$ cat src/verilog/usart_pkg.sv
// Shared constants and types for the serial port baud, sampling and master-transfer block.
// Assumes a 32-bit AHB-Lite register bus and a single 125 MHz peripheral clock.
package usart_pkg;

	// Register byte offsets on the bus.
	localparam logic [7:0] CTRL_OFS = 8'h00;
	localparam logic [7:0] BAUD_OFS = 8'h04;
	localparam logic [7:0] DATA_OFS = 8'h08;
	localparam logic [7:0] STAT_OFS = 8'h0C;

	// Field positions.
	localparam int unsigned STAT_RXC_BIT = 7;
	localparam int unsigned STAT_TXC_BIT = 6;
	localparam int unsigned STAT_DRE_BIT = 5;
	localparam int unsigned STAT_FRAMING_ERROR_FLAG_BIT = 4;
	localparam int unsigned BAUD_SCALE_LSB = 12;

	// Values after reset.
	localparam logic [3:0] CTRL_RST = 4'h0;
	localparam logic [15:0] BAUD_RST = 16'h0000;
	localparam logic [7:0] DATA_RST = 8'h00;

	// Oversampling and vote window, normal and double speed.
	localparam logic [4:0] SAMPLES_NORMAL = 5'h10;
	localparam logic [4:0] SAMPLES_DOUBLE = 5'h08;
	localparam logic [4:0] VOTE_FIRST_NORMAL = 5'h08;
	localparam logic [4:0] VOTE_FIRST_DOUBLE = 5'h04;
	localparam logic [4:0] VOTE_MID_NORMAL = 5'h09;
	localparam logic [4:0] VOTE_MID_DOUBLE = 5'h05;

	// Frame layout counts.
	localparam logic [3:0] LAST_DATA_BIT = 4'h7;
	localparam logic [3:0] LAST_ASYNC_BIT = 4'h9;

	// Control register fields.
	typedef struct packed {
		logic spi_mode;
		logic double_speed_select;
		logic rx_en;
		logic tx_en;
	} ctrl_s;

	// Baud register fields.
	typedef struct packed {
		logic [3:0] baud_scale_exponent;
		logic [11:0] baud_divider_value;
	} baud_s;

	typedef enum logic [3:0] {
		RX_IDLE = 4'b0001,
		RX_START = 4'b0010,
		RX_DATA = 4'b0100,
		RX_STOP = 4'b1000
	} rx_state_e;

	typedef enum logic [2:0] {
		TX_IDLE = 3'b001,
		TX_ASYNC = 3'b010,
		TX_SPI = 3'b100
	} tx_state_e;

endpackage
$ cat src/verilog/baud_gen.sv
// Fractional baud generator producing one sample tick per period.
// Assumes a synchronous active-high reset and a clock enable that freezes all state.
`timescale 1ns/10ps
module baud_gen
	import usart_pkg::*;
#(
	parameter int DIV_W = 12,
	parameter int CNT_W = 20
) (
	// Clock, reset and enable.
	input wire logic mclk_i,
	input wire logic rst_i,
	input wire logic ce_i,
	// Settings.
	input wire logic run_i,
	input wire logic [DIV_W-1:0] divider_i,
	input wire logic [3:0] scale_i,
	// Sample tick.
	output logic tick_o
);

	logic [CNT_W-1:0] cnt_q;
	logic [CNT_W-1:0] frac_q;
	logic [CNT_W-1:0] reload_d;
	logic [CNT_W-1:0] frac_d;
	logic [CNT_W-1:0] sum;
	logic [CNT_W-1:0] mask;
	logic [3:0] shamt;

	// Works out the next period; a negative exponent spreads divider/2^n extra cycles.
	always_comb begin
		shamt = scale_i[3] ? (~scale_i + 4'h1) : scale_i;
		sum = frac_q + CNT_W'(divider_i);
		mask = (CNT_W'(1) << shamt) - CNT_W'(1);
		if (scale_i[3]) begin
			reload_d = sum >> shamt;
			frac_d = sum & mask;
		end else begin
			reload_d = ((CNT_W'(divider_i) + CNT_W'(1)) << shamt) - CNT_W'(1);
			frac_d = '0;
		end
	end

	// A tick is issued each time the down counter reaches zero.
	assign tick_o = run_i & ce_i & (cnt_q == '0);

	// Counts down and reloads; the remainder carries into the next period.
	always_ff @(posedge mclk_i) begin
		if (rst_i || !run_i) begin
			cnt_q <= '0;
			frac_q <= '0;
		end else if (ce_i) begin
			if (cnt_q == '0) begin
				cnt_q <= reload_d;
				frac_q <= frac_d;
			end else begin
				cnt_q <= cnt_q - CNT_W'(1);
			end
		end
	end

endmodule

$ cat src/verilog/usart_core.sv
// Serial port core: register slave, asynchronous receive sampling, transmitter and
// master synchronous-serial transfers. Expects one AHB-Lite master with single word
// transfers, a receive line synchronous to mclk_i and a single clock domain.
//
// Decided for this implementation: the AHB-Lite register port and the register addresses.
`timescale 1ns/10ps

module usart_core
	import usart_pkg::*;
(
	// Clock, reset and enable.
	input wire logic mclk_i,
	input wire logic rst_i,
	input wire logic ce_i,
	// AHB-Lite slave.
	input wire logic hsel_i,
	input wire logic [31:0] haddr_i,
	input wire logic [1:0] htrans_i,
	input wire logic hwrite_i,
	input wire logic [2:0] hsize_i,
	input wire logic [31:0] hwdata_i,
	input wire logic hready_i,
	output logic [31:0] hrdata_o,
	output logic hreadyout_o,
	output logic hresp_o,
	// Serial pins.
	input wire logic rxd_i,
	output logic txd_o,
	output logic txd_oe_o,
	output logic transfer_clock_pin_o,
	output logic transfer_clock_pin_oe_o
);

	ctrl_s ctrl_q;
	baud_s baud_q;
	logic wr_q;
	logic rd_q;
	logic [7:0] ofs_q;
	logic wr_data;
	logic rd_data;
	logic wr_stat;
	logic [7:0] txb_q;
	logic dre_q;
	logic txc_q;
	logic [7:0] rxb_q;
	logic rxc_q;
	logic framing_error_flag_q;
	logic tick;
	logic run;
	logic [4:0] samples;
	logic [4:0] vote_first;
	logic [4:0] vote_mid;
	tx_state_e tx_state_q;
	logic [9:0] tx_sh_q;
	logic [4:0] tx_cnt_q;
	logic [3:0] tx_bit_q;
	logic tx_done;
	logic tx_load;
	logic tx_active;
	logic xck_q;
	logic [7:0] spi_rx_q;
	rx_state_e rx_state_q;
	logic [4:0] samp_no_q;
	logic [4:0] samp_nxt;
	logic [3:0] rx_bit_q;
	logic [1:0] votes_q;
	logic vote;
	logic rx_prev_q;
	logic [7:0] rx_sh_q;
	logic rx_tick;
	logic decide;
	logic rx_frame_done;
	logic spi_rx_done;
	logic [7:0] stat_rd;

	// Two of three samples decide a level.
	function automatic logic majority(input logic a, input logic b, input logic c);
		majority = (a & b) | (a & c) | (b & c);
	endfunction

	// Bus decode: the address phase is latched, the data phase acts.
	always_ff @(posedge mclk_i) begin
		if (rst_i) begin
			wr_q <= 1'b0;
			rd_q <= 1'b0;
			ofs_q <= 8'h00;
		end else if (ce_i && hready_i) begin
			wr_q <= hsel_i & htrans_i[1] & hwrite_i;
			rd_q <= hsel_i & htrans_i[1] & ~hwrite_i;
			ofs_q <= haddr_i[7:0];
		end
	end

	// Zero wait states, always OKAY; hsize is accepted as a whole word.
	assign hreadyout_o = 1'b1;
	assign hresp_o = 1'b0;
	assign wr_data = ce_i & wr_q & (ofs_q == DATA_OFS);
	assign rd_data = ce_i & rd_q & (ofs_q == DATA_OFS);
	assign wr_stat = ce_i & wr_q & (ofs_q == STAT_OFS);

	// Error flags are hidden while in master mode.
	assign stat_rd = {rxc_q, txc_q, dre_q, framing_error_flag_q & ~ctrl_q.spi_mode, 4'h0};

	// Read data mux; unmapped offsets read as zero.
	always_comb begin
		hrdata_o = 32'h0000_0000;
		if (rd_q) begin
			case (ofs_q)
				CTRL_OFS: hrdata_o = {28'h0000000, ctrl_q};
				BAUD_OFS: hrdata_o = {16'h0000, baud_q};
				DATA_OFS: hrdata_o = {24'h000000, rxb_q};
				STAT_OFS: hrdata_o = {24'h000000, stat_rd};
				default: hrdata_o = 32'h0000_0000;
			endcase
		end
	end

	// Control and baud settings.
	always_ff @(posedge mclk_i) begin
		if (rst_i) begin
			ctrl_q <= CTRL_RST;
			baud_q <= BAUD_RST;
		end else if (ce_i && wr_q) begin
			if (ofs_q == CTRL_OFS) begin
				ctrl_q <= hwdata_i[3:0];
			end
			if (ofs_q == BAUD_OFS) begin
				baud_q <= hwdata_i[15:0];
			end
		end
	end

	// Sampling geometry follows the speed select.
	assign samples = ctrl_q.double_speed_select ? SAMPLES_DOUBLE : SAMPLES_NORMAL;
	assign vote_first = ctrl_q.double_speed_select ? VOTE_FIRST_DOUBLE : VOTE_FIRST_NORMAL;
	assign vote_mid = ctrl_q.double_speed_select ? VOTE_MID_DOUBLE : VOTE_MID_NORMAL;

	// The generator runs while either direction has work.
	assign tx_active = ctrl_q.tx_en | (tx_state_q != TX_IDLE) | ~dre_q;
	assign run = tx_active | ctrl_q.rx_en;

	baud_gen #(
		.DIV_W(12),
		.CNT_W(20)
	) u_baud (
		.mclk_i(mclk_i),
		.rst_i(rst_i),
		.ce_i(ce_i),
		.run_i(run),
		.divider_i(baud_q.baud_divider_value),
		.scale_i(baud_q.baud_scale_exponent),
		.tick_o(tick)
	);

	// Transmit buffer: a write is taken only while empty and the transmitter is on.
	always_ff @(posedge mclk_i) begin
		if (rst_i) begin
			txb_q <= DATA_RST;
			dre_q <= 1'b1;
		end else if (ce_i) begin
			if (wr_data && dre_q && ctrl_q.tx_en) begin
				txb_q <= hwdata_i[7:0];
				dre_q <= 1'b0;
			end else if (tx_load) begin
				dre_q <= 1'b1;
			end
		end
	end

	// The shifter takes the buffer as soon as it is free or just finished.
	assign tx_load = ~dre_q & ((tx_state_q == TX_IDLE) | tx_done);

	// End of frame: last stop bit in async, last falling clock edge in master mode.
	always_comb begin
		tx_done = 1'b0;
		if (tick) begin
			case (tx_state_q)
				TX_ASYNC: tx_done = (tx_cnt_q == samples - 5'h01) && (tx_bit_q == LAST_ASYNC_BIT);
				TX_SPI: tx_done = xck_q && (tx_bit_q == LAST_DATA_BIT);
				default: tx_done = 1'b0;
			endcase
		end
	end

	// Transmit shifter; master mode toggles the transfer clock once per tick.
	always_ff @(posedge mclk_i) begin
		if (rst_i) begin
			tx_state_q <= TX_IDLE;
			tx_sh_q <= 10'h3FF;
			tx_cnt_q <= 5'h00;
			tx_bit_q <= 4'h0;
			xck_q <= 1'b0;
			spi_rx_q <= DATA_RST;
		end else if (ce_i) begin
			if (tx_load) begin
				tx_cnt_q <= 5'h00;
				tx_bit_q <= 4'h0;
				xck_q <= 1'b0;
				if (ctrl_q.spi_mode) begin
					tx_state_q <= TX_SPI;
					tx_sh_q <= {2'b11, txb_q};
				end else begin
					tx_state_q <= TX_ASYNC;
					tx_sh_q <= {1'b1, txb_q, 1'b0};
				end
			end else if (tx_done) begin
				tx_state_q <= TX_IDLE;
				xck_q <= 1'b0;
			end else if (tick) begin
				case (tx_state_q)
					TX_ASYNC: begin
						if (tx_cnt_q == samples - 5'h01) begin
							tx_cnt_q <= 5'h00;
							tx_bit_q <= tx_bit_q + 4'h1;
							tx_sh_q <= {1'b1, tx_sh_q[9:1]};
						end else begin
							tx_cnt_q <= tx_cnt_q + 5'h01;
						end
					end
					TX_SPI: begin
						xck_q <= ~xck_q;
						if (!xck_q) begin
							spi_rx_q <= {spi_rx_q[6:0], rxd_i};
						end else begin
							tx_bit_q <= tx_bit_q + 4'h1;
							tx_sh_q <= {tx_sh_q[8:0], 1'b1};
						end
					end
					default: tx_state_q <= TX_IDLE;
				endcase
			end
		end
	end

	// Transmit complete: set when the frame ends with nothing buffered; write one clears.
	always_ff @(posedge mclk_i) begin
		if (rst_i) begin
			txc_q <= 1'b0;
		end else if (ce_i) begin
			if (tx_done && dre_q) begin
				txc_q <= 1'b1;
			end else if (wr_stat && hwdata_i[STAT_TXC_BIT]) begin
				txc_q <= 1'b0;
			end
		end
	end

	// Pins: idle high on the data line, clock driven only in master mode.
	assign txd_o = (tx_state_q == TX_SPI) ? tx_sh_q[7] : tx_sh_q[0];
	assign txd_oe_o = tx_active;
	assign transfer_clock_pin_o = xck_q;
	assign transfer_clock_pin_oe_o = ctrl_q.spi_mode & tx_active;

	// Receive sample sequencing for asynchronous mode.
	assign rx_tick = tick & ctrl_q.rx_en & ~ctrl_q.spi_mode;
	assign samp_nxt = (samp_no_q == samples) ? 5'h01 : samp_no_q + 5'h01;
	assign decide = rx_tick & (rx_state_q != RX_IDLE) & (samp_nxt == vote_first + 5'h02);
	assign vote = majority(votes_q[1], votes_q[0], rxd_i);
	assign rx_frame_done = decide & (rx_state_q == RX_STOP);
	assign spi_rx_done = tx_done & (tx_state_q == TX_SPI) & ctrl_q.rx_en;

	// Receive state machine: start check, data bits, first stop bit.
	always_ff @(posedge mclk_i) begin
		if (rst_i || !ctrl_q.rx_en) begin
			rx_state_q <= RX_IDLE;
			samp_no_q <= 5'h00;
			rx_bit_q <= 4'h0;
			votes_q <= 2'b11;
			rx_prev_q <= 1'b1;
			rx_sh_q <= DATA_RST;
		end else if (rx_tick) begin
			case (rx_state_q)
				RX_IDLE: begin
					rx_prev_q <= rxd_i;
					if (rx_prev_q && !rxd_i) begin
						rx_state_q <= RX_START;
						samp_no_q <= 5'h01;
					end
				end
				RX_START, RX_DATA, RX_STOP: begin
					samp_no_q <= samp_nxt;
					if (samp_nxt >= vote_first && samp_nxt < vote_first + 5'h02) begin
						votes_q <= {votes_q[0], rxd_i};
					end
					if (decide) begin
						case (rx_state_q)
							RX_START: begin
								rx_bit_q <= 4'h0;
								rx_prev_q <= rxd_i;
								rx_state_q <= vote ? RX_IDLE : RX_DATA;
							end
							RX_DATA: begin
								rx_sh_q <= {vote, rx_sh_q[7:1]};
								rx_bit_q <= rx_bit_q + 4'h1;
								if (rx_bit_q == LAST_DATA_BIT) begin
									rx_state_q <= RX_STOP;
								end
							end
							default: begin
								rx_prev_q <= rxd_i;
								rx_state_q <= RX_IDLE;
							end
						endcase
					end
				end
				default: rx_state_q <= RX_IDLE;
			endcase
		end
	end

	// Receive buffer: new data wins over a read or clear in the same cycle.
	always_ff @(posedge mclk_i) begin
		if (rst_i || !ctrl_q.rx_en) begin
			rxb_q <= DATA_RST;
			rxc_q <= 1'b0;
			framing_error_flag_q <= 1'b0;
		end else if (ce_i) begin
			if (rx_frame_done) begin
				rxb_q <= rx_sh_q;
				rxc_q <= 1'b1;
				framing_error_flag_q <= ~vote;
			end else if (spi_rx_done) begin
				rxb_q <= spi_rx_q;
				rxc_q <= 1'b1;
				framing_error_flag_q <= 1'b0;
			end else if (rd_data || (wr_stat && hwdata_i[STAT_RXC_BIT])) begin
				rxc_q <= 1'b0;
			end
		end
	end

	// Checks on the behaviour above.
	start_reject_a: assert property (@(posedge mclk_i) disable iff (rst_i)
		(decide && rx_state_q == RX_START && vote) |=> rx_state_q == RX_IDLE)
		else $error("noise start bit was not rejected");

	frame_error_a: assert property (@(posedge mclk_i) disable iff (rst_i)
		rx_frame_done |=> (framing_error_flag_q == !$past(vote) && rxc_q))
		else $error("framing flag does not follow stop bit vote");

	spi_err_zero_a: assert property (@(posedge mclk_i) disable iff (rst_i)
		(rd_q && ofs_q == STAT_OFS && ctrl_q.spi_mode)
			|-> hrdata_o[STAT_FRAMING_ERROR_FLAG_BIT] == 1'b0)
		else $error("error flag visible in master mode");

	load_prompt_a: assert property (@(posedge mclk_i) disable iff (rst_i)
		(ce_i && !dre_q && tx_state_q == TX_IDLE) |=> (dre_q && tx_state_q != TX_IDLE))
		else $error("buffered byte not moved into shifter");

	no_self_start_a: assert property (@(posedge mclk_i) disable iff (rst_i)
		(tx_state_q == TX_IDLE && dre_q && !wr_data) |=> tx_state_q == TX_IDLE)
		else $error("transfer began without a data write");

	clock_drive_a: assert property (@(posedge mclk_i) disable iff (rst_i)
		(tx_state_q == TX_SPI) |-> (transfer_clock_pin_oe_o || !ctrl_q.spi_mode))
		else $error("transfer clock not driven during master transfer");

	sample_range_a: assert property (@(posedge mclk_i) disable iff (rst_i)
		(tx_state_q == TX_ASYNC) |-> tx_cnt_q < samples)
		else $error("bit sample count exceeds samples per bit");

	vote_mid_a: assert property (@(posedge mclk_i) disable iff (rst_i)
		decide |-> (samp_no_q == vote_mid && samp_nxt == vote_mid + 5'h01))
		else $error("vote not centred on middle sample");

	fastest_tick_a: assert property (@(posedge mclk_i) disable iff (rst_i)
		(ce_i && run && baud_q == 16'h0000 && $past(tick)
			&& $past(baud_q) == 16'h0000) |-> tick)
		else $error("divider zero must tick every cycle");

	frac_half_a: assert property (@(posedge mclk_i) disable iff (rst_i)
		(tick && $past(tick) && baud_q == 16'hF001 && $past(baud_q) == 16'hF001)
			|=> !tick)
		else $error("half-cycle fractional period not produced");

endmodule

$ cat config.mk
export PLATFORM = sky130hd
export DESIGN_NAME = usart_core
export DESIGN_NICKNAME = d
export VERILOG_FILES = /design/src/verilog/usart_pkg.sv /design/src/verilog/baud_gen.sv /design/src/verilog/usart_core.sv
export SDC_FILE = /design/constraint.sdc
export NUM_CORES = 1
export LEC_CHECK = 0
export BUFFER_PORTS_ARGS = -buffer_cell sky130_fd_sc_hd__buf_2
export CAP_MARGIN = 30
export CORE_MARGIN = 5
export CORE_UTILIZATION = 38
export DETAILED_ROUTE_END_ITERATION = 8
export SLEW_MARGIN = 40
export SYNTH_ARGS = -nofsm -noshare
export SYNTH_HDL_FRONTEND = slang
export SYNTH_HIERARCHICAL = 1
export SYNTH_SLANG_ARGS = --single-unit
$ cat constraint.sdc
create_clock -name mclk_i -period 5.75 [get_ports mclk_i]
set_input_delay 0.2875 -clock mclk_i [delete_from_list [all_inputs] [get_ports mclk_i]]
set_output_delay 0.2875 -clock mclk_i [all_outputs]
set_load 0.05 [all_outputs]
Word-level counts from Yosys, hierarchy flattened
Cells that the tools add are included.
Widths: inputs -> output; s select.
- bits in registers: 145
- muxes and demuxes: 62
- bitwise operators: 38
- reductions and logical operators: 51
- shift-type cells: 3
- add/sub/neg operators: 12
- $lt $le $gt $ge: 2
- eq/ne operators: 26
- operators with widths (cell ; number):
    $pmux 16 s4 ; 1
    $mux 20 ; 3
    $mux 10 ; 5
    $mux 4 ; 10
    $mux 5 ; 8
    $sub 20x1->20 const B ; 2
    $pmux 4 s2 ; 4
    $and 1x1->1 ; 23
    $add 20x12->20 ; 1
    $and 20x20->20 ; 1
    $logic_not 20->1 ; 1
    $pmux 10 s2 ; 1
    $reduce_and 4->1 ; 5
    $shl 1x4->20 const A ; 1
    $shl 20x4->20 ; 1
    $shr 20x4->20 ; 1
    $sub 20x2->20 const B ; 1
    $mux 3 ; 6
    $mux 1 ; 17
    $eq 8x4->1 const B ; 2
    $mux 16 ; 1
    $mux 8 ; 2
    $reduce_and 2->1 ; 8
    $eq 5x5->1 ; 3
    other kinds (36) ; 86

Depth between registers and ports, before layout
Gate-level depths: netlist of run 1.
- depth in word-level cells: 13
- depth in mapped cells: 20

Cells and area by module
The synthesis of run 1 kept the hierarchy.
- modules (own cells, without submodules) (module ; cells an instance ; times used ; seq. area each (µm²) ; area each (µm²)):
    baud_gen ; 838 ; 1 ; 800.8 ; 5796.8
    usart_core ; 649 ; 1 ; 2102.0 ; 5390.2

Least setup slack after synthesis of run 1
Ideal clock, no wire load.
- path type: register to register
- from: reg baud_q[12] (netlist bit)
- to: reg u_baud.frac_q[12]
- data required time: 5.679 ns
- path slack: 1.481 ns
- data arrival time: 4.199 ns
- buffers on the path: 6
- cell stages (with the launch flop): 19
- path through: dfxtp_1 -> inv_2 -> buf_2 -> buf_1 -> clkbuf_1 -> ha_1 -> clkbuf_2 -> mux2_4 -> buf_2 -> buf_1 -> nor2_1 -> nand2_1 -> ha_1 -> xnor2_1 -> or4_1 -> a21oi_1 -> o21ai_0 -> or4_1 -> a21oi_1
- longest elaborated chain between the ends: 7
- ends and longest elaborated chain (element ; line ; text):
    start: declaration ; usart_core.sv:35 ; baud_s baud_q;
    start signal: assignment ; usart_core.sv:128 ; baud_q <= hwdata_i[15:0];
    $not 4->4 ; baud_gen.sv:32 ; shamt = scale_i[3] ? (~scale_i + 4'h1) : scale_i;
    $add 4x1->4 ; baud_gen.sv:32 ;
    $mux 4 * ; baud_gen.sv:32 ;
    $shl 1x4->20 * ; baud_gen.sv:34 ; mask = (CNT_W'(1) << shamt) - CNT_W'(1);
    $sub 20x2->20 * ; baud_gen.sv:34 ;
    $and 20x20->20 * ; baud_gen.sv:37 ; frac_d = sum & mask;
    $mux 20 * ; baud_gen.sv:35 ; if (scale_i[3]) begin
    end signal: assignment ; baud_gen.sv:55 ; frac_q <= frac_d;
    end: declaration ; baud_gen.sv:23 ; logic [CNT_W-1:0] frac_q;
Every way passes the cells marked *; elsewhere a longest branch is shown, timed or not.
A chain may end at the register's enable or synchronous reset.

Worst setup path after layout of run 1
- from: reg baud_q[1] (netlist bit)
- to: reg u_baud.cnt_q[2]
- longest elaborated chain between the ends: 5
- ends and longest elaborated chain (element ; line ; text):
    $add 12x1->13 ; baud_gen.sv:39 ; reload_d = ((CNT_W'(divider_i) + CNT_W'(1)) << shamt) - CNT_W'(1);
    $shl 20x4->20 ; baud_gen.sv:39 ;
    $sub 20x1->20 ; baud_gen.sv:39 ;
    $mux 20 * ; baud_gen.sv:35 ;
    $mux 20 * ; baud_gen.sv:53 ; if (cnt_q == '0) begin
    end signal: assignment ; baud_gen.sv:54 ; cnt_q <= reload_d;
    end signal: assignment ; baud_gen.sv:57 ; cnt_q <= cnt_q - CNT_W'(1);
    end: declaration ; baud_gen.sv:22 ; logic [CNT_W-1:0] cnt_q;
Marked as above.

==> results of run 1 <==
[layer usage]
metal	track usage, %	routed length, um	vias up
met3	3.38	2410	47
met1	31.1	17600	5433
met2	31.8	15500	427
li1	-	-	5465
met5	0	0	-
met4	6.57	877	0
[cells in the mapped netlist, drive strengths merged, types with 5 or more instances]
cell type    n
a211o        6
a211oi      18
a21o         6
a21oi      127
a221oi       7
a22oi       14
a311oi       8
a31oi       21
a32oi       10
and2        25
and3        12
and4         6
buf         47
clkbuf      60
dfxtp      145
ha          28
inv         27
mux2         7
mux2i       76
nand2      194
nand2b       8
nand3       53
nand3b       5
nand4       27
nor2       149
nor2b       16
nor3        45
nor3b        7
nor4        10
nor4b        6
o2111ai      9
o211ai       9
o21a        13
o21ai       95
o221ai       7
o22a         7
o22ai       12
o2bb2ai      7
o31ai       11
o32ai        5
or2          6
or3         21
or4         10
xnor2       35
xor2        15
[cells by family (layout without fill, tap and decap cells)]
family | count (synthesis) | count (layout)
and+or+nand+nor | 611 | 611
AOI/OAI and AO/OA | 429 | 429
DFF | 145 | 145
buffers and inverters | 135 | 129
muxes | 85 | 85
xor gates and xnor gates | 50 | 50
adders and majority gates | 30 | 30
other | 2 | 18
[worst max path at each step]
stage,start,endpoint,cells past startpoint
final,baud_q[1],u_baud/cnt_q[2],12
after global routing,baud_q[1],u_baud/cnt_q[2],12
after CTS,baud_q[1],u_baud/cnt_q[2],12
after detailed placement,baud_q[1],u_baud/cnt_q[2],12
after global placement,baud_q[1],u_baud/cnt_q[2],12
after floorplan,baud_q[12],u_baud/frac_q[12],18
[state kept, by name, summed over array words and instances (netlist names), 4 cells and up]
register	cells
ctrl_q	4
tx_bit_q	4
baud_q	16
u_baud/cnt_q	20
u_baud/frac_q	20
rx_bit_q	4
samp_no_q	5
spi_rx_q	8
rxb_q	8
txb_q	8
ofs_q	8
tx_sh_q	10
tx_cnt_q	5
rx_state_q	4
rx_sh_q	8
[per-stage QoR]
step                instance area, sq um  instances  total power [mW]  hold slack, ns  utilization, %
floorplan                          11200       1503              1.11           0.417               -
global placement                   11600       1849              1.14           0.436            40.3
detailed placement                 11600       1849              1.14           0.445            40.3
CTS                                12200       1881              2.29          0.0801            42.4
global route                       12200       1881              2.34          0.0868            42.4
finish                             12200       1881              2.27          0.0847            42.4
[final cells by class]
cell class,instances,area [sq um]
Fill cell,2992,16600
Timing Repair Buffer,69,390
Clock inverter,12,149
Clock buffer,20,447
Multi-Input combinational cell,1223,7760
Inverter,28,105
Tap cell,384,480
Sequential cell,145,2900
[worst max-delay path: stages (launching register included)]
cell and delay, ns:
dfxtp_1 0.63, inv_1 0.14, fa_1 0.47, nor2b_1 0.19, o2111ai_1 0.25, a211oi_1 0.53, nor2_1 0.16, o32ai_1 0.60
mux2i_1 0.33, mux2i_1 0.22, mux2i_1 0.11, a2111oi_0 0.76, nor3_1 0.08
[power by group through the flow]
stage	Sequential, mW	Clock (mW)	Combinational, mW
3_3_place_gp	1.04	0	0.102
5_1_grt	1.01	1.22	0.109
3_5_place_dp	1.04	0	0.101
2_1_floorplan	1.03	0	0.0816
6_report	1.01	1.16	0.103
4_1_cts	1.01	1.17	0.101
==> results.sh, run 1 <==
export IMPL_status="completed"
export IMPL_pre_cts_slack_ns=1.34
export IMPL_max_freq_mhz=216
export IMPL_layout_common_cells="193 x nand2_1, 145 x nor2_1, 145 x dfxtp_1"
export IMPL_diodes=0
export IMPL_ys_types=109
export IMPL_firstDrtPassIters=6
export IMPL_end_kind="flip-flop"
export IMPL_slew_headroom_pct=40.6
export IMPL_clock_sinks=145
export IMPL_crit_fanout=12
export IMPL_holdCritStartpoint="haddr_i[6]"
export IMPL_yosysWarnings=6
export IMPL_final_common_cell="nand2_1"
export IMPL_drtIter0Drc=1310
export IMPL_postCtsSetupBuffers=0
export IMPL_cts_hold_buffers=0
export IMPL_tightest_slew_ns=0.884
export IMPL_start_util_pct=38.8
export IMPL_p_switching_uw=581
export IMPL_worstPathRequired_ns=6.04
export IMPL_synth_top_area_share_pct=25.9
export IMPL_synth_sequential_area_ratio_pct=25.9
export IMPL_post_drt_via_cell_ratio=6.05
export IMPL_async_flop_share_pct=0
export IMPL_synthTopCellsByArea="dfxtp_1 26%, mux2i_1 6.6%, nand2_1 6.5%, a21oi_1 5.6%, nor2_1 4.9%"
export IMPL_ir_worst_vdd_mv=0.215
export IMPL_whs_path_depth=3
export IMPL_postRouteAntennaNets=0
export IMPL_rsz0062_at_grt="no"
export IMPL_ios=114
export IMPL_worstHoldEndpoint="ofs_q[6]"
export IMPL_synth_seq_cells=145
export IMPL_synth_edf_count=0
export IMPL_clockBufferDepth=2
export IMPL_fin_crit_sh_pct=80.4
export IMPL_yosysTopAreaCell="dfxtp_1"
export IMPL_die_w_um=182
export IMPL_drive_above_1_share_pct=11.1
export IMPL_grt_use_total_pct=21.2
export IMPL_p_sw_share_pct=25.5
export IMPL_p_leak_nw=4.36
export IMPL_intPower_mw=1.69
export IMPL_grt_pass1_vias=10500
export IMPL_r2r_start="baud_q[1]"
export IMPL_final_hold_violation_count=0
export IMPL_power_frac_clock_pct=50.9
export IMPL_drc=0
export IMPL_layout_nets=1589
export IMPL_synth_ff_type="dfxtp_1"
export IMPL_fin_tns_setup_ns=0
export IMPL_coreArea_sq_um=28900
export IMPL_hpwlAfterDp_um=26400
export IMPL_cts_root_buffer="clkbuf_16"
export IMPL_drt_wirelength_per_cell_um=19.4
export IMPL_grt_pass1_wl_um=57500
export IMPL_syn_area_per_cell_sq_um=7.52
export IMPL_gp_congestion=0.951
export IMPL_final_setup_viol_count=0
export IMPL_sequentialPowerShare_pct=44.6
export IMPL_cts_tree="yes"
export IMPL_setup_ws_ns=1.13
export IMPL_netlist_area_sq_um=11200
export IMPL_row_count=62
export IMPL_path_clk_slew_ns=0.07
export IMPL_r2r_end="u_baud/cnt_q[2]"
export IMPL_min_path_type="in -> reg"
export IMPL_rrSetupSlack_ns=1.13
export IMPL_cap_viol_max_count=0
export IMPL_synth_compound_area_share_pct=25.7
export IMPL_slew_viol_final=0
export IMPL_crit_path_start_kind="flip-flop"
export IMPL_area_growth_pct=9.35
export IMPL_overflow=0
export IMPL_antenna_found_initial=0
export IMPL_cts_htree_levels=4
export IMPL_muxShareOfSynthArea_pct=8.01
export IMPL_insertion_delay_ns=0.44
export IMPL_yosys_area_share_simple_pct=27.2
export IMPL_grt_max_degree=63
export IMPL_numCtsBuffers=17
export IMPL_port_buffers=51
export IMPL_die_h_um=182
export IMPL_comb_power_share_pct=4.5
export IMPL_fin_crit_ns=4.62
export IMPL_r2r_cells=12
export IMPL_synthXorXnorAreaFrac_pct=4.15
export IMPL_die_area_sq_um=33000
export IMPL_skew_ns=0.0119
export IMPL_path_class="reg -> reg"
export IMPL_critPathArrivalTime_ns=4.91
export IMPL_vias=11400
export IMPL_synth_top_family_by_area="simple AND/OR/NAND/NOR gates"
export IMPL_drt_wl_total_um=36400
export IMPL_power_density_nw_per_um2=186
export IMPL_synth_cells=1487
export IMPL_synthAdderAreaFrac_pct=3.40
export IMPL_cts_resized=0
No activity file was read; power rests on OpenSTA's default activity.
==> run 2: changes to the inputs <==
Settings changed: ABC_AREA set to 1.
Clock period 5.75 ns to 4.1 ns, I/O delays scaled along.
==> run 2 against run 1 <==
Clock-buffer cell count down 2. Combinational power up 54%. Routed wire length down 7.2%. Sequential power up 41%. Die area up 1.5%. Total power up 39%. Synthesized cell count up 27%. Sequential share of layout area down 0.36 points. Cell area up 1.5%. Critical path type unchanged. Largest power group unchanged.
==> results.sh, run 2 <==
export IMPL_status="completed"
export IMPL_r2r_cells=17
export IMPL_gp_congestion=0.885
export IMPL_grt_use_total_pct=20.1
export IMPL_endpoint="rx_sh_q[2]"
export IMPL_post_drt_via_cell_ratio=5.19
export IMPL_grt_max_degree=39
export IMPL_insertion_delay_ns=0.44
export IMPL_die_w_um=183
export IMPL_wl_met3_um=1610
export IMPL_yosysTopAreaCell="dfxtp_1"
export IMPL_met2_wirelength_um=15700
export IMPL_max_freq_mhz=292
export IMPL_firstDrtPassIters=5
export IMPL_synth_sequential_area_ratio_pct=25.5
export IMPL_synth_seq_cells=145
export IMPL_drive_above_1_share_pct=9.91
export IMPL_diodes=0
export IMPL_cap_viol_max_count=0
export IMPL_area_growth_pct=9.29
export IMPL_whs_path_depth=3
export IMPL_layout_common_cells="514 x nand2_1, 259 x nand3_1, 192 x inv_1"
export IMPL_synthTopCellsByArea="dfxtp_1 26%, nand2_1 17%, nand3_1 11%, inv_1 6.4%, o21ai_0 5.9%"
export IMPL_vias=12000
export IMPL_drtIter0Drc=971
export IMPL_final_common_cell="nand2_1"
export IMPL_yosysMostFrequentCell="nand2_1"
export IMPL_drt_wirelength_per_cell_um=14.7
export IMPL_syn_area_per_cell_sq_um=6.04
export IMPL_slew_viol_final=0
export IMPL_synth_top_area_share_pct=25.5
export IMPL_clockBufferDepth=2
export IMPL_rsz0062_at_grt="no"
export IMPL_synth_edf_count=0
export IMPL_synth_cells=1883
export IMPL_postRouteAntennaNets=0
export IMPL_postCtsSetupBuffers=0
export IMPL_p_leak_nw=5.73
export IMPL_place_inst=2275
export IMPL_layout_nets=2009
export IMPL_cts_resized=0
export IMPL_antenna_found_initial=0
export IMPL_fin_tns_setup_ns=0
export IMPL_ir_worst_vdd_mv=0.257
export IMPL_crit_fanout=13
export IMPL_cts_root_buffer="clkbuf_16"
export IMPL_die_h_um=183
export IMPL_cts_tree="yes"
export IMPL_cts_htree_levels=4
export IMPL_coreArea_sq_um=29600
export IMPL_r2r_start="u_baud/cnt_q[0]"
export IMPL_power_density_nw_per_um2=254
export IMPL_numCtsBuffers=17
export IMPL_skew_ns=0.0270
export IMPL_die_area_sq_um=33500
export IMPL_tightest_slew_ns=0.897
export IMPL_start_util_pct=38.5
export IMPL_clock_sinks=145
export IMPL_ios=114
export IMPL_grt_pass1_wl_um=56000
export IMPL_final_hold_violation_count=0
export IMPL_largest_registers="u_baud/cnt_q: 20 flops, u_baud/frac_q: 20 flops, baud_q: 16 flops"
export IMPL_synth_common_cells="514 x nand2_1, 259 x nand3_1, 193 x inv_1, 177 x nor2_1, 145 x dfxtp_1"
export IMPL_end_kind="flip-flop"
export IMPL_drc=0
export IMPL_wl_met1_um=16000
export IMPL_hold_ws_ns=0.0267
export IMPL_overflow=0
export IMPL_path_clk_slew_ns=0.07
export IMPL_synth_ff_type="dfxtp_1"
export IMPL_critPathArrivalTime_ns=3.79
export IMPL_r2r_end="rx_sh_q[2]"
export IMPL_fillCellCount=3196
export IMPL_critPathLaunch="u_baud/cnt_q[0]"
export IMPL_slew_headroom_pct=40.0
export IMPL_fin_crit_ns=3.43
export IMPL_port_buffers=51
export IMPL_path_class="reg -> reg"
export IMPL_grt_pass1_vias=11200
export IMPL_top_layer_used="met4"
export IMPL_rrSetupSlack_ns=0.67
export IMPL_row_count=63
export IMPL_hpwlAfterDp_um=25500
export IMPL_yosysWarnings=6
export IMPL_min_path_type="in -> reg"
export IMPL_worstPathRequired_ns=4.46
export IMPL_drt_wl_total_um=33800
export IMPL_netlist_area_sq_um=11400
export IMPL_fin_crit_sh_pct=83.6
export IMPL_instances_no_fill=2307
export IMPL_cts_hold_buffers=0
export IMPL_ys_types=58
export IMPL_async_flop_share_pct=0
export IMPL_crit_path_start_kind="flip-flop"
export IMPL_final_setup_viol_count=0
==> run 2: cell count changes after synthesis, moves of 19 or more <==
cell | before | now
nor2_1 | 146 | 177
nand3_1 | 50 | 259
clkbuf_1 | 58 | 28
xnor2_1 | 33 | 6
o21ai_0 | 89 | 133
and2_1 | 23 | 1
inv_1 | 25 | 193
mux2i_1 | 74 | 0
nor3_1 | 43 | 19
or3_1 | 20 | 1
nand2_1 | 194 | 514
==> run 2: cell families after synthesis <==
family / count (synthesis) / synth area share (%)
other: 2 / 0.0661
AND/OR/NAND/NOR: 1074 / 42.7
AO/OA/AOI/OAI: 312 / 15.2
XOR/XNOR: 25 / 1.93
adder cells (fa/ha/maj): 30 / 3.35
buffers and inverters: 295 / 11.2
flip-flops: 145 / 25.5
==> run 2: area by class of cell <==
cell class              instances  area [sq um]  area share, %
flip-flops and latches        145          2900           23.4
inverters                     212           803           6.47
repair buffers                 69           398           3.20
clock buffers                  18           429           3.45
well taps                     390           488           3.93
multi-input cells            1459          7260           58.4
clock inverters                14           145           1.17
==> run 2: how the worst min path moves through the flow <==
stage / from / to
after floorplan: rst_i / txc_q
after global placement: rx_sh_q[0] / rx_sh_q[0]
after detailed placement: rx_sh_q[0] / rx_sh_q[0]
after CTS: haddr_i[1] / ofs_q[1]
after global routing: haddr_i[6] / ofs_q[6]
final: hwdata_i[4] / baud_q[4]
==> run 2: layer usage <==
metal | up-vias | GRT usage [%]
li1 | 6196 | -
met1 | 5429 | 27.6
met2 | 318 | 33.1
met3 | 37 | 2.98
met4 | 0 | 5.15
met5 | - | 0
==> run 2: critical path, stage by stage, from the launching register on <==
cell     delay [ns]
dfxtp_1        0.33
inv_1          0.11
ha_1           0.23
nand3_1        0.09
nor3_1         0.17
nand3_1        0.33
inv_2          0.20
nand2_1        0.10
nor2_1         0.10
buf_4          0.17
nand3_2        0.15
a21oi_2        0.19
nand3_2        0.15
nor2_8         0.16
nand3_1        0.35
inv_1          0.30
o21ai_0        0.11
a21oi_1        0.11
==> run 2: report_power, final <==
group          total [mW]  internal (mW)  switching [mW]
Combinational       0.159         0.0361           0.123
Sequential           1.42           1.41         0.00467
Clock                1.58          0.862           0.714
==> run 2: metrics by stage <==
step           setup WS [ns]  utilization (%)  power (mW)  cell area, sq um
2_1_floorplan          0.825                -        1.57             11400
6_report               0.672             42.0        3.15             12400
4_1_cts                0.637             42.0        3.18             12400
5_1_grt                0.261             42.0        3.26             12400
3_5_place_dp           0.661             40.1        1.61             11800
3_3_place_gp           0.697             40.0        1.61             11800
==> run 3: changes to the inputs <==
Clock period 4.1 ns to 3.27 ns, I/O delays scaled along.
==> run 3 against run 2 <==
Cell area grew 1.9%. Largest power group unchanged. Die area unchanged. Utilization up 0.82 points. Total power increased by 26%. Sequential cell count unchanged. Clock power up 27%. Fmax is 17% higher. Via count up 1.6%. Global-route usage increased by 0.34 points. Setup slack got worse by 0.34 ns. Worst hold slack worse by 0.014 ns.
==> results.sh, run 3 (synthesis gave the netlist of run 2 again) <==
export IMPL_cts_htree_levels=4
export IMPL_firstDrtPassIters=6
export IMPL_fin_util_pct=42.8
export IMPL_drtIter0Drc=856
export IMPL_grt_use_total_pct=20.4
export IMPL_cap_viol_max_count=0
export IMPL_fin_tns_setup_ns=0
export IMPL_vias=12200
export IMPL_coreArea_sq_um=29600
export IMPL_start_util_pct=38.5
export IMPL_pre_cts_slack_ns=0.255
export IMPL_layout_nets=2036
export IMPL_critPathArrivalTime_ns=3.30
export IMPL_final_common_cell="nand2_1"
export IMPL_worstPathRequired_ns=3.64
export IMPL_largest_registers="u_baud/cnt_q: 20 flops, u_baud/frac_q: 20 flops, baud_q: 16 flops"
export IMPL_place_area_sq_um=12000
export IMPL_path_buf_inv=5
export IMPL_crit_family="simple AND/OR/NAND/NOR gates"
export IMPL_path_clk_slew_ns=0.07
export IMPL_crit_top_cell="inv_1"
export IMPL_antenna_found_initial=0
export IMPL_gp_congestion=0.923
export IMPL_area_growth_pct=11.4
export IMPL_design_area_sq_um=12700
export IMPL_fin_crit_ns=2.94
export IMPL_port_buffers=51
export IMPL_ir_worst_vdd_mv=0.343
export IMPL_clockBufferDepth=2
export IMPL_status="completed"
export IMPL_drt_wl_total_um=34500
export IMPL_crit_path_start_kind="flip-flop"
export IMPL_final_setup_viol_count=0
export IMPL_hpwlAfterDp_um=26300
export IMPL_worst_path_stages=18
export IMPL_ios=114
export IMPL_die_area_sq_um=33500
export IMPL_slew_viol_final=0
export IMPL_min_path_type="in -> reg"
export IMPL_cts_tree="yes"
export IMPL_max_freq_mhz=341
export IMPL_tightest_slew_ns=0.685
export IMPL_row_count=63
export IMPL_die_w_um=183
export IMPL_die_h_um=183
export IMPL_power_mw=3.99
export IMPL_numCtsBuffers=17
export IMPL_diodes=0
export IMPL_path_class="reg -> reg"
export IMPL_final_hold_violation_count=0
export IMPL_end_kind="flip-flop"
export IMPL_r2r_cells=18
export IMPL_cts_root_buffer="clkbuf_16"
export IMPL_grt_pass1_wl_um=56800
export IMPL_grt_max_degree=46
export IMPL_insertion_delay_ns=0.43
export IMPL_post_drt_via_cell_ratio=5.22
export IMPL_whs_path_depth=3
export IMPL_drc=0
export IMPL_critical_path_slowest_cell="ha_1"
export IMPL_crit_fanout=12
export IMPL_power_density_nw_per_um2=315
export IMPL_slew_headroom_pct=54.2
export IMPL_drt_wirelength_per_cell_um=14.8
export IMPL_p_leak_nw=5.86
export IMPL_clock_sinks=145
export IMPL_fin_crit_sh_pct=89.8
export IMPL_max_stage_delay_ns=0.36
export IMPL_rsz0062_at_grt="no"
export IMPL_grt_pass1_vias=11300
export IMPL_cp_cell_sequence="inv_2 -> ha_1 -> nand2_2 -> o21ai_4 -> nor2_1 -> inv_1 -> nor2_1 -> inv_1 -> ha_1 -> inv_1 -> nor2_2 -> inv_1 -> nor2_2 -> nand2_1 -> a21oi_1 -> xnor2_1 -> nand3_1 -> a21oi_1"
export IMPL_postRouteAntennaNets=0
export IMPL_skew_ns=0.0162
export IMPL_setup_ws_ns=0.335
export IMPL_layout_common_cells="514 x nand2_1, 259 x nand3_1, 191 x inv_1"
export IMPL_drive_above_1_share_pct=10.9
export IMPL_overflow=0
-- run 3: changes by cell type in the layout (fill, tap and decap cells not counted), sizes merged --
| cell | delta |
|---|---|
| buf | +18 |
| dlygate4sd3 | +8 |
| inv | -5 |
| clkinvlp | -1 |
| bufinv | +1 |
| clkinv | +3 |
| o21ai | +1 |
-- run 3: cell type report --
class / count / area [sq um]
Clock buffer: 18 / 439
Clock inverter: 12 / 148
Fill cell: 3159 / 16900
Inverter: 212 / 803
Multi-Input combinational cell: 1460 / 7280
Sequential cell: 145 / 2900
Tap cell: 390 / 488
Timing Repair Buffer: 95 / 606
-- run 3: power by group --
group / internal (mW) / total [mW] / switching (mW)
sequential: 1.77 / 1.78 / 0.00572
combinational: 0.0538 / 0.210 / 0.156
clock: 1.15 / 2.00 / 0.842
-- run 3: worst reg2reg max path, delay by kind of cell, from the launching register on --
family                     cells  cell delay [ns]
AOI/OAI and AO/OA              3             0.51
adders and majority gates      2             0.49
buffers and inverters          5             0.48
DFF                            1             0.34
xor gates and xnor gates       1             0.14
and+or+nand+nor                7             0.91
-- run 3: what timing repair did --
| item | CTS | global route |
|---|---|---|
| endpoints found under the setup margin | 0 | 16 |
| endpoints found under the hold margin | 8 | 0 |
| hold buffers | 8 | 0 |
| gates resized for setup | 0 | 7 |
| buffers inserted | 0 | 1 |
-- run 3: per-stage QoR --
step,cells,hold WS (ns)
after global routing,2332,0.00446
after floorplan,1899,0.233
after detailed placement,2292,0.422
after global placement,2292,0.423
final,2332,0.0125
after CTS,2330,0.000912
-- run 3: path summary, 6_finish.rpt --
| path | slack (ns) | endpoint | startpoint |
|---|---|---|---|
| hold reg to reg | 0.45 | rx_sh_q[0] | rx_sh_q[0] |
| setup / recovery | 0.33 | u_baud/frac_q[14] | baud_q[13] |
| hold / removal | 0.01 | ofs_q[1] | haddr_i[1] |
| setup reg to reg | 0.33 | u_baud/frac_q[14] | baud_q[13] |
-- run 3: per-layer routing --
| metal | track usage, % | vias up | share of wire [%] |
|---|---|---|---|
| li1 | - | 6254 | - |
| met2 | 33.8 | 286 | 46 |
| met5 | 0 | - | 0 |
| met1 | 27.5 | 5584 | 47 |
| met3 | 3.15 | 47 | 4.4 |
| met4 | 6.05 | 0 | 1.9 |
